**src/verilog/omf_pkg.sv**
```systemverilog
// Contract
// - or-literal ors W with the literal, result to W, updates N and Z.
// - or-register ors W with file register, result to destination, updates N and Z.
// - destination bit zero writes W, one writes back to the file register.
// - access bit zero resolves the file address within the access bank.
// - access bit one forms the address from bank select and file address.
// - extended set, access bit zero, address up to 5Fh uses indexed offset addressing.
// - pointer-load takes pointer select 0 to 2 and a 12-bit literal over two words.
// - pointer-load writes high nibble in first cycle, low byte in second.
// - move-register copies file register to destination, updates N and Z, one cycle.
// - move-register reaches any of the 256 bank addresses, bank chosen by access bit.
package omf_pkg;

    typedef enum logic [1:0] {
        PH_Q1 = 2'b00,
        PH_Q2 = 2'b01,
        PH_Q3 = 2'b10,
        PH_Q4 = 2'b11
    } omf_phase_t;

    typedef enum logic [1:0] {
        M_EXEC = 2'b00,
        M_PTR2 = 2'b01,
        M_FLUSH = 2'b10
    } omf_mode_t;

    typedef enum logic [2:0] {
        OP_NONE = 3'b000,
        OP_ORL = 3'b001,
        OP_ORF = 3'b010,
        OP_MOV = 3'b011,
        OP_INC = 3'b100,
        OP_PTRH = 3'b101,
        OP_PTRL = 3'b110
    } omf_op_t;

    // opcode fields
    localparam logic [7:0] OMF_ENC_ORL = 8'h09;
    localparam logic [5:0] OMF_ENC_ORF = 6'h04;
    localparam logic [5:0] OMF_ENC_MOV = 6'h14;
    localparam logic [5:0] OMF_ENC_INCSZ = 6'h0f;
    localparam logic [5:0] OMF_ENC_INCSNZ = 6'h12;
    localparam logic [9:0] OMF_ENC_PTR = 10'h3b8;
    localparam logic [3:0] OMF_ENC_2W_MOVFF = 4'hc;
    localparam logic [5:0] OMF_ENC_2W_CTRL = 6'h3b;
    localparam logic [1:0] OMF_PTR_BAD_SEL = 2'h3;

    // addressing
    localparam logic [7:0] OMF_INDEX_LIMIT = 8'h5f;
    localparam logic [3:0] OMF_ACCESS_LOW_BANK = 4'h0;
    localparam logic [3:0] OMF_ACCESS_HIGH_BANK = 4'hf;
    localparam int OMF_NUM_PTR = 3;
    localparam int OMF_INDEX_PTR = 2;

    // register map, byte addresses
    localparam logic [7:0] OMF_ADR_W = 8'h00;
    localparam logic [7:0] OMF_ADR_BANK = 8'h04;
    localparam logic [7:0] OMF_ADR_STATUS = 8'h08;
    localparam logic [7:0] OMF_ADR_CTRL = 8'h0c;
    localparam logic [7:0] OMF_ADR_PTR0 = 8'h10;
    localparam logic [7:0] OMF_ADR_PTR1 = 8'h14;
    localparam logic [7:0] OMF_ADR_PTR2 = 8'h18;
    localparam int OMF_STAT_Z = 0;
    localparam int OMF_STAT_N = 1;
    localparam int OMF_STAT_SKIP = 2;
    localparam int OMF_CTRL_EXT = 0;

    // reset values
    localparam logic [7:0] OMF_RST_W = 8'h00;
    localparam logic [3:0] OMF_RST_BANK = 4'h0;
    localparam logic [11:0] OMF_RST_PTR = 12'h000;

    typedef struct packed {
        logic cyc;
        logic stb;
        logic we;
        logic [3:0] sel;
        logic [7:0] adr;
        logic [31:0] dat;
    } omf_wb_req_t;

    typedef struct packed {
        logic [11:0] addr;
        logic rd;
        logic wr;
        logic [7:0] wdata;
    } omf_dmem_t;

    typedef struct packed {
        omf_phase_t phase;
        omf_mode_t mode;
        omf_op_t op;
        logic d;
        logic skip;
        logic skip_sense;
        logic [1:0] sel;
        logic [7:0] lit;
        logic [7:0] opnd;
        logic [7:0] res;
        logic [7:0] w;
        logic [3:0] bank;
        logic neg;
        logic zero;
        logic ext_en;
        logic [OMF_NUM_PTR-1:0][11:0] ptr;
        logic instr_ack;
        omf_dmem_t dmem;
        logic wb_ack;
        logic [31:0] wb_dat;
    } omf_state_t;

endpackage

```
**src/verilog/omf_core.sv**
```systemverilog
// Added by the designer: the register offsets and the Wishbone slave port.
`timescale 1ns/1ps
module omf_core
    import omf_pkg::*;
#(
    parameter int unsigned EXT_EN_RESET = 0
) (
    input wire logic clk_i,
    input wire logic rst_i,
    input wire logic ce_i,
    input wire logic instr_valid_i,
    input wire logic [15:0] instr_i,
    output logic instr_ack_o,
    output omf_dmem_t dmem_o,
    input wire logic [7:0] dmem_rdata_i,
    input wire omf_wb_req_t wb_i,
    output logic wb_ack_o,
    output logic [31:0] wb_dat_o
);

    if (EXT_EN_RESET > 1) begin : g_bad_ext_en
        $error("EXT_EN_RESET must be 0 or 1");
    end

    ////////////////////////////////////////////////////////////////////////////
    // decode helpers

    function automatic logic is_two_word(input logic [15:0] word);
        is_two_word = (word[15:12] == OMF_ENC_2W_MOVFF) || (word[15:10] == OMF_ENC_2W_CTRL);
    endfunction

    function automatic logic [11:0] byte_addr(
        input logic [7:0] f,
        input logic a,
        input logic ext,
        input logic [3:0] bank,
        input logic [11:0] base
    );
        if (a) begin
            byte_addr = {bank, f};
        end else if (ext && f <= OMF_INDEX_LIMIT) begin
            byte_addr = 12'(base + {4'h0, f});
        end else if (f[7]) begin
            byte_addr = {OMF_ACCESS_HIGH_BANK, f};
        end else begin
            byte_addr = {OMF_ACCESS_LOW_BANK, f};
        end
    endfunction

    function automatic logic is_byte_op(input logic [15:0] word);
        is_byte_op = (word[15:10] == OMF_ENC_ORF) || (word[15:10] == OMF_ENC_MOV)
            || (word[15:10] == OMF_ENC_INCSZ) || (word[15:10] == OMF_ENC_INCSNZ);
    endfunction

    ////////////////////////////////////////////////////////////////////////////
    // state

    localparam omf_state_t RST_STATE = '{
        phase: PH_Q1,
        mode: M_EXEC,
        op: OP_NONE,
        d: 1'b0,
        skip: 1'b0,
        skip_sense: 1'b0,
        sel: 2'h0,
        lit: 8'h00,
        opnd: 8'h00,
        res: 8'h00,
        w: OMF_RST_W,
        bank: OMF_RST_BANK,
        neg: 1'b0,
        zero: 1'b0,
        ext_en: EXT_EN_RESET[0],
        ptr: {OMF_NUM_PTR{OMF_RST_PTR}},
        instr_ack: 1'b0,
        dmem: '0,
        wb_ack: 1'b0,
        wb_dat: 32'h0000_0000
    };

    omf_state_t q;
    omf_state_t n;

    always_comb begin
        n = q;
        n.instr_ack = 1'b0;
        unique case (q.phase)
            PH_Q1: begin
                // decode phase
                n.phase = PH_Q2;
                n.op = OP_NONE;
                n.dmem.rd = 1'b0;
                if (instr_valid_i) begin
                    n.instr_ack = 1'b1;
                    if (q.skip) begin
                        n.skip = 1'b0;
                        if (is_two_word(instr_i)) begin
                            n.mode = M_FLUSH;
                        end
                    end else if (q.mode == M_FLUSH) begin
                        n.mode = M_EXEC;
                    end else if (q.mode == M_PTR2) begin
                        n.op = OP_PTRL;
                        n.lit = instr_i[7:0];
                        n.mode = M_EXEC;
                    end else begin
                        n.d = instr_i[9];
                        n.lit = instr_i[7:0];
                        n.dmem.addr = byte_addr(instr_i[7:0], instr_i[8], q.ext_en, q.bank, q.ptr[OMF_INDEX_PTR]);
                        n.dmem.rd = is_byte_op(instr_i);
                        if (instr_i[15:8] == OMF_ENC_ORL) begin
                            n.op = OP_ORL;
                        end else if (instr_i[15:10] == OMF_ENC_ORF) begin
                            n.op = OP_ORF;
                        end else if (instr_i[15:10] == OMF_ENC_MOV) begin
                            n.op = OP_MOV;
                        end else if (instr_i[15:10] == OMF_ENC_INCSZ) begin
                            n.op = OP_INC;
                            n.skip_sense = 1'b0;
                        end else if (instr_i[15:10] == OMF_ENC_INCSNZ) begin
                            n.op = OP_INC;
                            n.skip_sense = 1'b1;
                        end else if (instr_i[15:6] == OMF_ENC_PTR && instr_i[5:4] != OMF_PTR_BAD_SEL) begin
                            n.op = OP_PTRH;
                            n.sel = instr_i[5:4];
                            n.lit = {4'h0, instr_i[3:0]};
                        end
                    end
                end
            end
            PH_Q2: begin
                // operand read
                n.phase = PH_Q3;
                n.dmem.rd = 1'b0;
                if (q.dmem.rd) begin
                    n.opnd = dmem_rdata_i;
                end
            end
            PH_Q3: begin
                // process
                n.phase = PH_Q4;
                unique case (q.op)
                    OP_ORL: n.res = q.w | q.lit;
                    OP_ORF: n.res = q.w | q.opnd;
                    OP_MOV: n.res = q.opnd;
                    OP_INC: n.res = 8'(q.opnd + 8'h01);
                    default: n.res = q.lit;
                endcase
                if ((q.op == OP_ORF || q.op == OP_MOV || q.op == OP_INC) && q.d) begin
                    n.dmem.wr = 1'b1;
                    n.dmem.wdata = n.res;
                end
            end
            PH_Q4: begin
                // destination write
                n.phase = PH_Q1;
                n.dmem.wr = 1'b0;
                unique case (q.op)
                    OP_ORL, OP_ORF, OP_MOV: begin
                        if (q.op == OP_ORL || !q.d) begin
                            n.w = q.res;
                        end
                        n.neg = q.res[7];
                        n.zero = (q.res == 8'h00);
                    end
                    OP_INC: begin
                        if (!q.d) begin
                            n.w = q.res;
                        end
                        n.skip = (q.res == 8'h00) ^ q.skip_sense;
                    end
                    OP_PTRH: begin
                        n.ptr[q.sel][11:8] = q.lit[3:0];
                        n.mode = M_PTR2;
                    end
                    OP_PTRL: begin
                        n.ptr[q.sel][7:0] = q.lit;
                    end
                    default: begin
                    end
                endcase
            end
        endcase

        // bus slave: ack one cycle after the request, write takes effect on the acked edge
        n.wb_ack = wb_i.cyc && wb_i.stb && !q.wb_ack;
        n.wb_dat = 32'h0000_0000;
        unique case (wb_i.adr)
            OMF_ADR_W: n.wb_dat = {24'h0, q.w};
            OMF_ADR_BANK: n.wb_dat = {28'h0, q.bank};
            OMF_ADR_STATUS: n.wb_dat = {29'h0, q.skip, q.neg, q.zero};
            OMF_ADR_CTRL: n.wb_dat = {31'h0, q.ext_en};
            OMF_ADR_PTR0: n.wb_dat = {20'h0, q.ptr[0]};
            OMF_ADR_PTR1: n.wb_dat = {20'h0, q.ptr[1]};
            OMF_ADR_PTR2: n.wb_dat = {20'h0, q.ptr[2]};
            default: n.wb_dat = 32'h0000_0000;
        endcase
        if (q.wb_ack && wb_i.cyc && wb_i.stb && wb_i.we && wb_i.sel[0]) begin
            unique case (wb_i.adr)
                OMF_ADR_W: n.w = wb_i.dat[7:0];
                OMF_ADR_BANK: n.bank = wb_i.dat[3:0];
                OMF_ADR_CTRL: n.ext_en = wb_i.dat[OMF_CTRL_EXT];
                default: begin
                end
            endcase
        end
    end

    always_ff @(posedge clk_i) begin
        if (rst_i) begin
            q <= RST_STATE;
        end else if (ce_i) begin
            q <= n;
        end
    end

    assign instr_ack_o = q.instr_ack;
    assign dmem_o = q.dmem;
    assign wb_ack_o = q.wb_ack;
    assign wb_dat_o = q.wb_dat;

    logic byte_dec;
    assign byte_dec = ce_i && q.phase == PH_Q1 && instr_valid_i && !q.skip && q.mode == M_EXEC
        && (instr_i[15:10] == OMF_ENC_ORF || instr_i[15:10] == OMF_ENC_MOV);

    // a bus write to W overrides the core result at the same edge
    logic bus_wr_w;
    assign bus_wr_w = q.wb_ack && wb_i.cyc && wb_i.stb && wb_i.we && wb_i.sel[0] && wb_i.adr == OMF_ADR_W;
endmodule

```
**config.mk**
```make
export PLATFORM = sky130hd
export DESIGN_NAME = omf_core
export DESIGN_NICKNAME = d
export VERILOG_FILES = /design/src/verilog/omf_pkg.sv /design/src/verilog/omf_core.sv
export SDC_FILE = /design/constraint.sdc
export NUM_CORES = 1
export LEC_CHECK = 0
export BUFFER_PORTS_ARGS = -buffer_cell sky130_fd_sc_hd__buf_4
export CORE_AREA = 5 5 114 116
export CTS_CLUSTER_SIZE = 24
export DETAILED_ROUTE_END_ITERATION = 8
export DIE_AREA = 0 0 119 121
export GPL_TIMING_DRIVEN = 1
export PLACE_DENSITY = 0.94
export SLEW_MARGIN = 20
export SYNTH_ARGS = -nofsm -noshare
export SYNTH_HDL_FRONTEND = slang
export SYNTH_SLANG_ARGS = --single-unit
```
**constraint.sdc**
```tcl
create_clock -name clk_i -period 3.9 [get_ports clk_i]
set_clock_uncertainty 0.1 [all_clocks]
set_input_delay 0.195 -clock clk_i [delete_from_list [all_inputs] [get_ports clk_i]]
set_output_delay 0.195 -clock clk_i [all_outputs]
set_load 0.05 [all_outputs]
```
# Word level (Yosys, flattened, before mapping)

Index checks and enable logic that the tools add are counted.

Logic and storage cells: 176
Register bits after elaboration: 143

Muxes and demuxes: 59
Equality and inequality tests: 32
Reduce and logical (&&, ||, !) cells: 44
Order comparisons: 3
Bitwise gates (word level): 11
Add/sub/neg operators: 2

Operators with widths:

| cell                 | number |
|---|---|
| $pmux W12 S7         | 1 |
| $bwmux W36           | 2 |
| $pmux W36 S2         | 1 |
| $mux W12             | 5 |
| $mux W11             | 5 |
| $mux W13             | 4 |
| $demux W12 S2        | 2 |
| $mux W8              | 6 |
| $pmux W8 S4          | 1 |
| $mux W10             | 3 |
| $eq A8 B4 Y1 const B | 3 |
| $eq A8 B5 Y1 const B | 3 |
| $mux W3              | 8 |
| $reduce_and A3 Y1    | 7 |
| $mux W18             | 1 |
| $logic_not A8 Y1     | 2 |
| $or A8 B8 Y8         | 2 |
| $pmux W8 S2          | 1 |
| $mux W14             | 1 |
| $add A12 B8 Y12      | 1 |
| $eq A6 B5 Y1 const B | 2 |
| $mux W4              | 3 |
| $reduce_and A12 Y1   | 1 |
| $reduce_and A6 Y1    | 2 |
| other kinds (37)     | 84 |

# Longest topological paths before layout

Depth after elaboration: 13
Gate-level depth with buffers: 9

# Least setup slack after synthesis

OpenSTA, ideal clock, no wires.

Path kind: reg2reg
Start point: register q (netlist bit wb_ack_o)
End point: register q[100] (netlist name)
Cell stages (with the launch flop): 6
Arrival time: 1.908 ns
Required time: 3.674 ns
Slack: 1.766 ns
Library setup time: 0.126 ns
Period minus slack after synthesis: 2.134 ns
Cell sequence: dfxtp_1 > and3_1 > nand3_2 > or4b_2 > nand3_1 > o21ai_0

Word-level cells in the longest chain between the ends: 5

RTL lines:

| element                          | RTL line        | source |
|---|---|---|
| from (decl)                      | omf_core.sv:81  | `omf_state_t q;` |
| from (signal assigned)           | omf_core.sv:213 | `q <= n;` |
| $logic_and A1 B1 Y1 (4 in a row) | -               |  |
| $mux W12                         | omf_core.sv:198 | `if (q.wb_ack && wb_i.cyc && wb_i.stb && wb_i.we && wb_i.sel[0]) begin` |

No other way between the ends.
A chain may end at the register's enable or synchronous reset.

# Worst setup path after layout

Start point: register q[141] (netlist name)
End point: register q[132] (netlist name)

Word-level cells in the longest chain between the ends: 2

RTL lines:

| element                      | RTL line       | source |
|---|---|---|
| $logic_not A2 Y1             | omf_core.sv:87 | `unique case (q.phase)` |
| $reduce_and A12 Y1 (no line) | -              |  |

No other way between the ends.

==> flow_summary.ini <==
[worst_setup_path]
crit_fanout = 13
worstSetupStartpointType = flip-flop
cp-end-kind = flip-flop
cp.required_ns = 4.09
timing.rr.end = q[132]
path_class = flip-flop to flip-flop
cp.arrival_ns = 2.81
worstSetupEndpoint = q[132]
crit_path_start = q[141]
r2r_start = q[141]
r2r_cells = 7
r2r_slack_ns = 1.28

[logic_synthesis]
synth_compound_area_frac = 0.174
synth_edf_count = 0
synth_top_family_by_area = simple AND/OR/NAND/NOR gates
synth-adder-area-share = 0.0302
synth_cell_types = 70
ys_async_sr_fraction = 0
synthXorXnorAreaFrac = 0.0178
ys_ff_latch = 123
avgSynthCellArea_um2 = 8.71
syn-cell-area_mm2 = 0.00687
seq_area_frac_synth = 0.358
syn_inst = 789
synthSimpleGateAreaFrac = 0.186
synthMuxAreaShare = 0.137
ys_warn_count = 0
synthFlopType = dfxtp_1

[route]
drt-initial-drc-count = 749
ant_nets = 0
wl_per_cell_um = 19.2
drc = 0
vias = 6156
drt_wl_total_mm = 19.1
first_pass_iters = 6
via_per_inst = 6.17

[sta]
slew_headroom = 0.519
fin_setup_tns_ns = 0
hold_viol = 0
grt_setup_unrepaired = no
fin_crit_ns = 2.62
finalSetupViolCount = 0
finalMaxSlewViolations = 0
fmax_mhz = 381
tightest_slew_ns = 0.720
period_share = 0.673

[final_layout]
final_nets = 929
diodes = 0
drive_gt1_frac = 0.168
area_delta_synth_final_pct = 17.7
final_common_cell = dfxtp_1
final_cell_area_mm2 = 0.00809
layout_common_cells = dfxtp_1, nor2_1, buf_4
utilization = 0.685

[die]
fp.dieW_um = 119
die_area_mm2 = 0.0144
io_pins = 131
placementRows = 40
initial_utilization = 0.582
die_h_um = 121
core-area_mm2 = 0.0118

[grt]
grt-ovfl-total = 0
antenna_found_initial = 0
grt_pass1_vias = 6055
grt_start_max_net_pins = 56
grt_usage = 0.270
grt_pass1_wl_mm = 30.8

[pwr]
p_leak_nw = 3.45
pwr-share-clk = 0.521
internal-power_w = 0.00257
pwr-share-seq = 0.383
p_sw_w = 0.000814
ir_drop_mv = 0.351
switching_share = 0.240
power_frac_comb = 0.096
power-per-cell-area_mw_per_mm2 = 419

[clocking]
clock_sinks = 123
clk_path_buf_depth = 2
path_clk_slew_ns = 0.06
clock_latency_ns = 0.43
ctsHtreeMaxLevel = 4
root_buffer = clkbuf_16
cts_tree = done
cts_buffers = 17
post-cts-setup-buffer-count = 0

[placement]
dpl.hpwl_mm = 12.8
post_dp_cell_area_mm2 = 0.00715
routabilityCongestion = 0.986
port-buffer-count = 83

[flow_run]
maxCapViolCount = 0

[min_path]
hold_class = primary input to flip-flop

[status]
status = finished clean
## worst max-delay path: stages (launching register included)
cell	delay, ns
dfxtp_1	0.34
inv_1	0.10
ha_1	0.31
and4b_1	0.37
and2b_1	0.57
and3b_1	0.38
mux2i_1	0.24
nor2_1	0.07
## layout make-up
class,instances,area [um2]
multi-input cells,572,3830
fillers,881,3720
flip-flops and latches,123,2460
repair buffers,112,908
clock buffers,22,474
clock inverters,10,188
well taps,147,184
inverters,12,45.0
## sequential cells by signal, summed over array words and instances (netlist names)
| signal | flops |
|---|---|
| instr_ack_o | 1 |
| wb_dat_o | 12 |
| dmem_o | 22 |
| q | 87 |
| wb_ack_o | 1 |
## timing repair
item                                   in CTS  in global routing
resized for setup                           0                  0
hold buffers                               27                  0
endpoints found under the hold margin      33                  0
## cells by family after synthesis
logic type,Yosys count
flops,123
buf+inv,113
other cells,1
mux,92
fa+ha+maj,16
simple gates,248
xor+xnor,14
compound gates,182
## power groups by stage
| stage | Clock [W] | Sequential [W] | Combinational [W] |
|---|---|---|---|
| after floorplan | 0 | 0.00131 | 0.000228 |
| after global placement | 0 | 0.00132 | 0.000287 |
| after detailed placement | 0 | 0.00132 | 0.000293 |
| after CTS | 0.00177 | 0.00130 | 0.000317 |
| after global routing | 0.00184 | 0.00130 | 0.000347 |
| final | 0.00176 | 0.00130 | 0.000324 |
## per-stage QoR
stage          std cells  setup slack, ns  power (W)  hold WS [ns]
3_3_place_gp         939             1.49    0.00161         0.319
6_report             998             1.28    0.00338        0.0465
2_1_floorplan        808             1.77    0.00154         0.224
5_1_grt              998             1.14    0.00348        0.0468
3_5_place_dp         939             1.44    0.00162         0.328
4_1_cts              998             1.33    0.00339        0.0186
## metal layers
metal / GRT usage / routed length (um) / up-vias
li1: - / - / 2863
met1: 0.321 / 7390 / 2872
met3: 0.0713 / 1760 / 50
met4: 0.126 / 604 / 0
met5: 0 / 0 / -
met2: 0.455 / 9370 / 371
## worst min path at each step
stage	from	end	slack (ns)	depth (start not counted)
after CTS	ce_i	q[141]	0.02	2
final	instr_i[14]	q[136]	0.05	3
after floorplan	instr_i[7]	dmem_o[17]	0.22	2
after global routing	instr_i[14]	q[136]	0.05	3
after detailed placement	wb_i[4]	q[103]	0.33	3
after global placement	wb_i[5]	q[104]	0.32	3
## cells in the mapped netlist (3+ instances only)
cell type	count	area, um2
a211oi_1	18	135
nor2_1	97	364
o221ai_1	3	26.3
dfxtp_1	123	2460
nand4_1	4	25.0
nand4b_1	3	26.3
and3_1	7	43.8
o22ai_1	5	31.3
nor3_1	16	80.1
a31oi_1	6	37.5
nand3b_1	6	45.0
nand2_1	46	173
mux2_2	8	90.1
and2_1	5	31.3
mux2i_1	83	831
nor3b_1	4	30.0
a22oi_1	17	128
o31ai_1	4	30.0
a21o_1	4	30.0
nand2b_1	8	50.1
inv_1	12	45.0
o211ai_1	3	22.5
clkbuf_1	28	105
or3_1	3	18.8
a22o_1	10	87.6
a21oi_1	42	210
nand3_1	13	65.1
buf_4	57	428
nor2b_1	11	68.8
o32ai_1	3	26.3
xnor2_1	6	52.6
or4_1	3	22.5
buf_2	14	70.1
xor2_1	8	70.1
o21ai_0	44	220
a21boi_0	5	37.5
o41ai_1	3	26.3
ha_1	15	188
(Power assumes the default switching activity.)
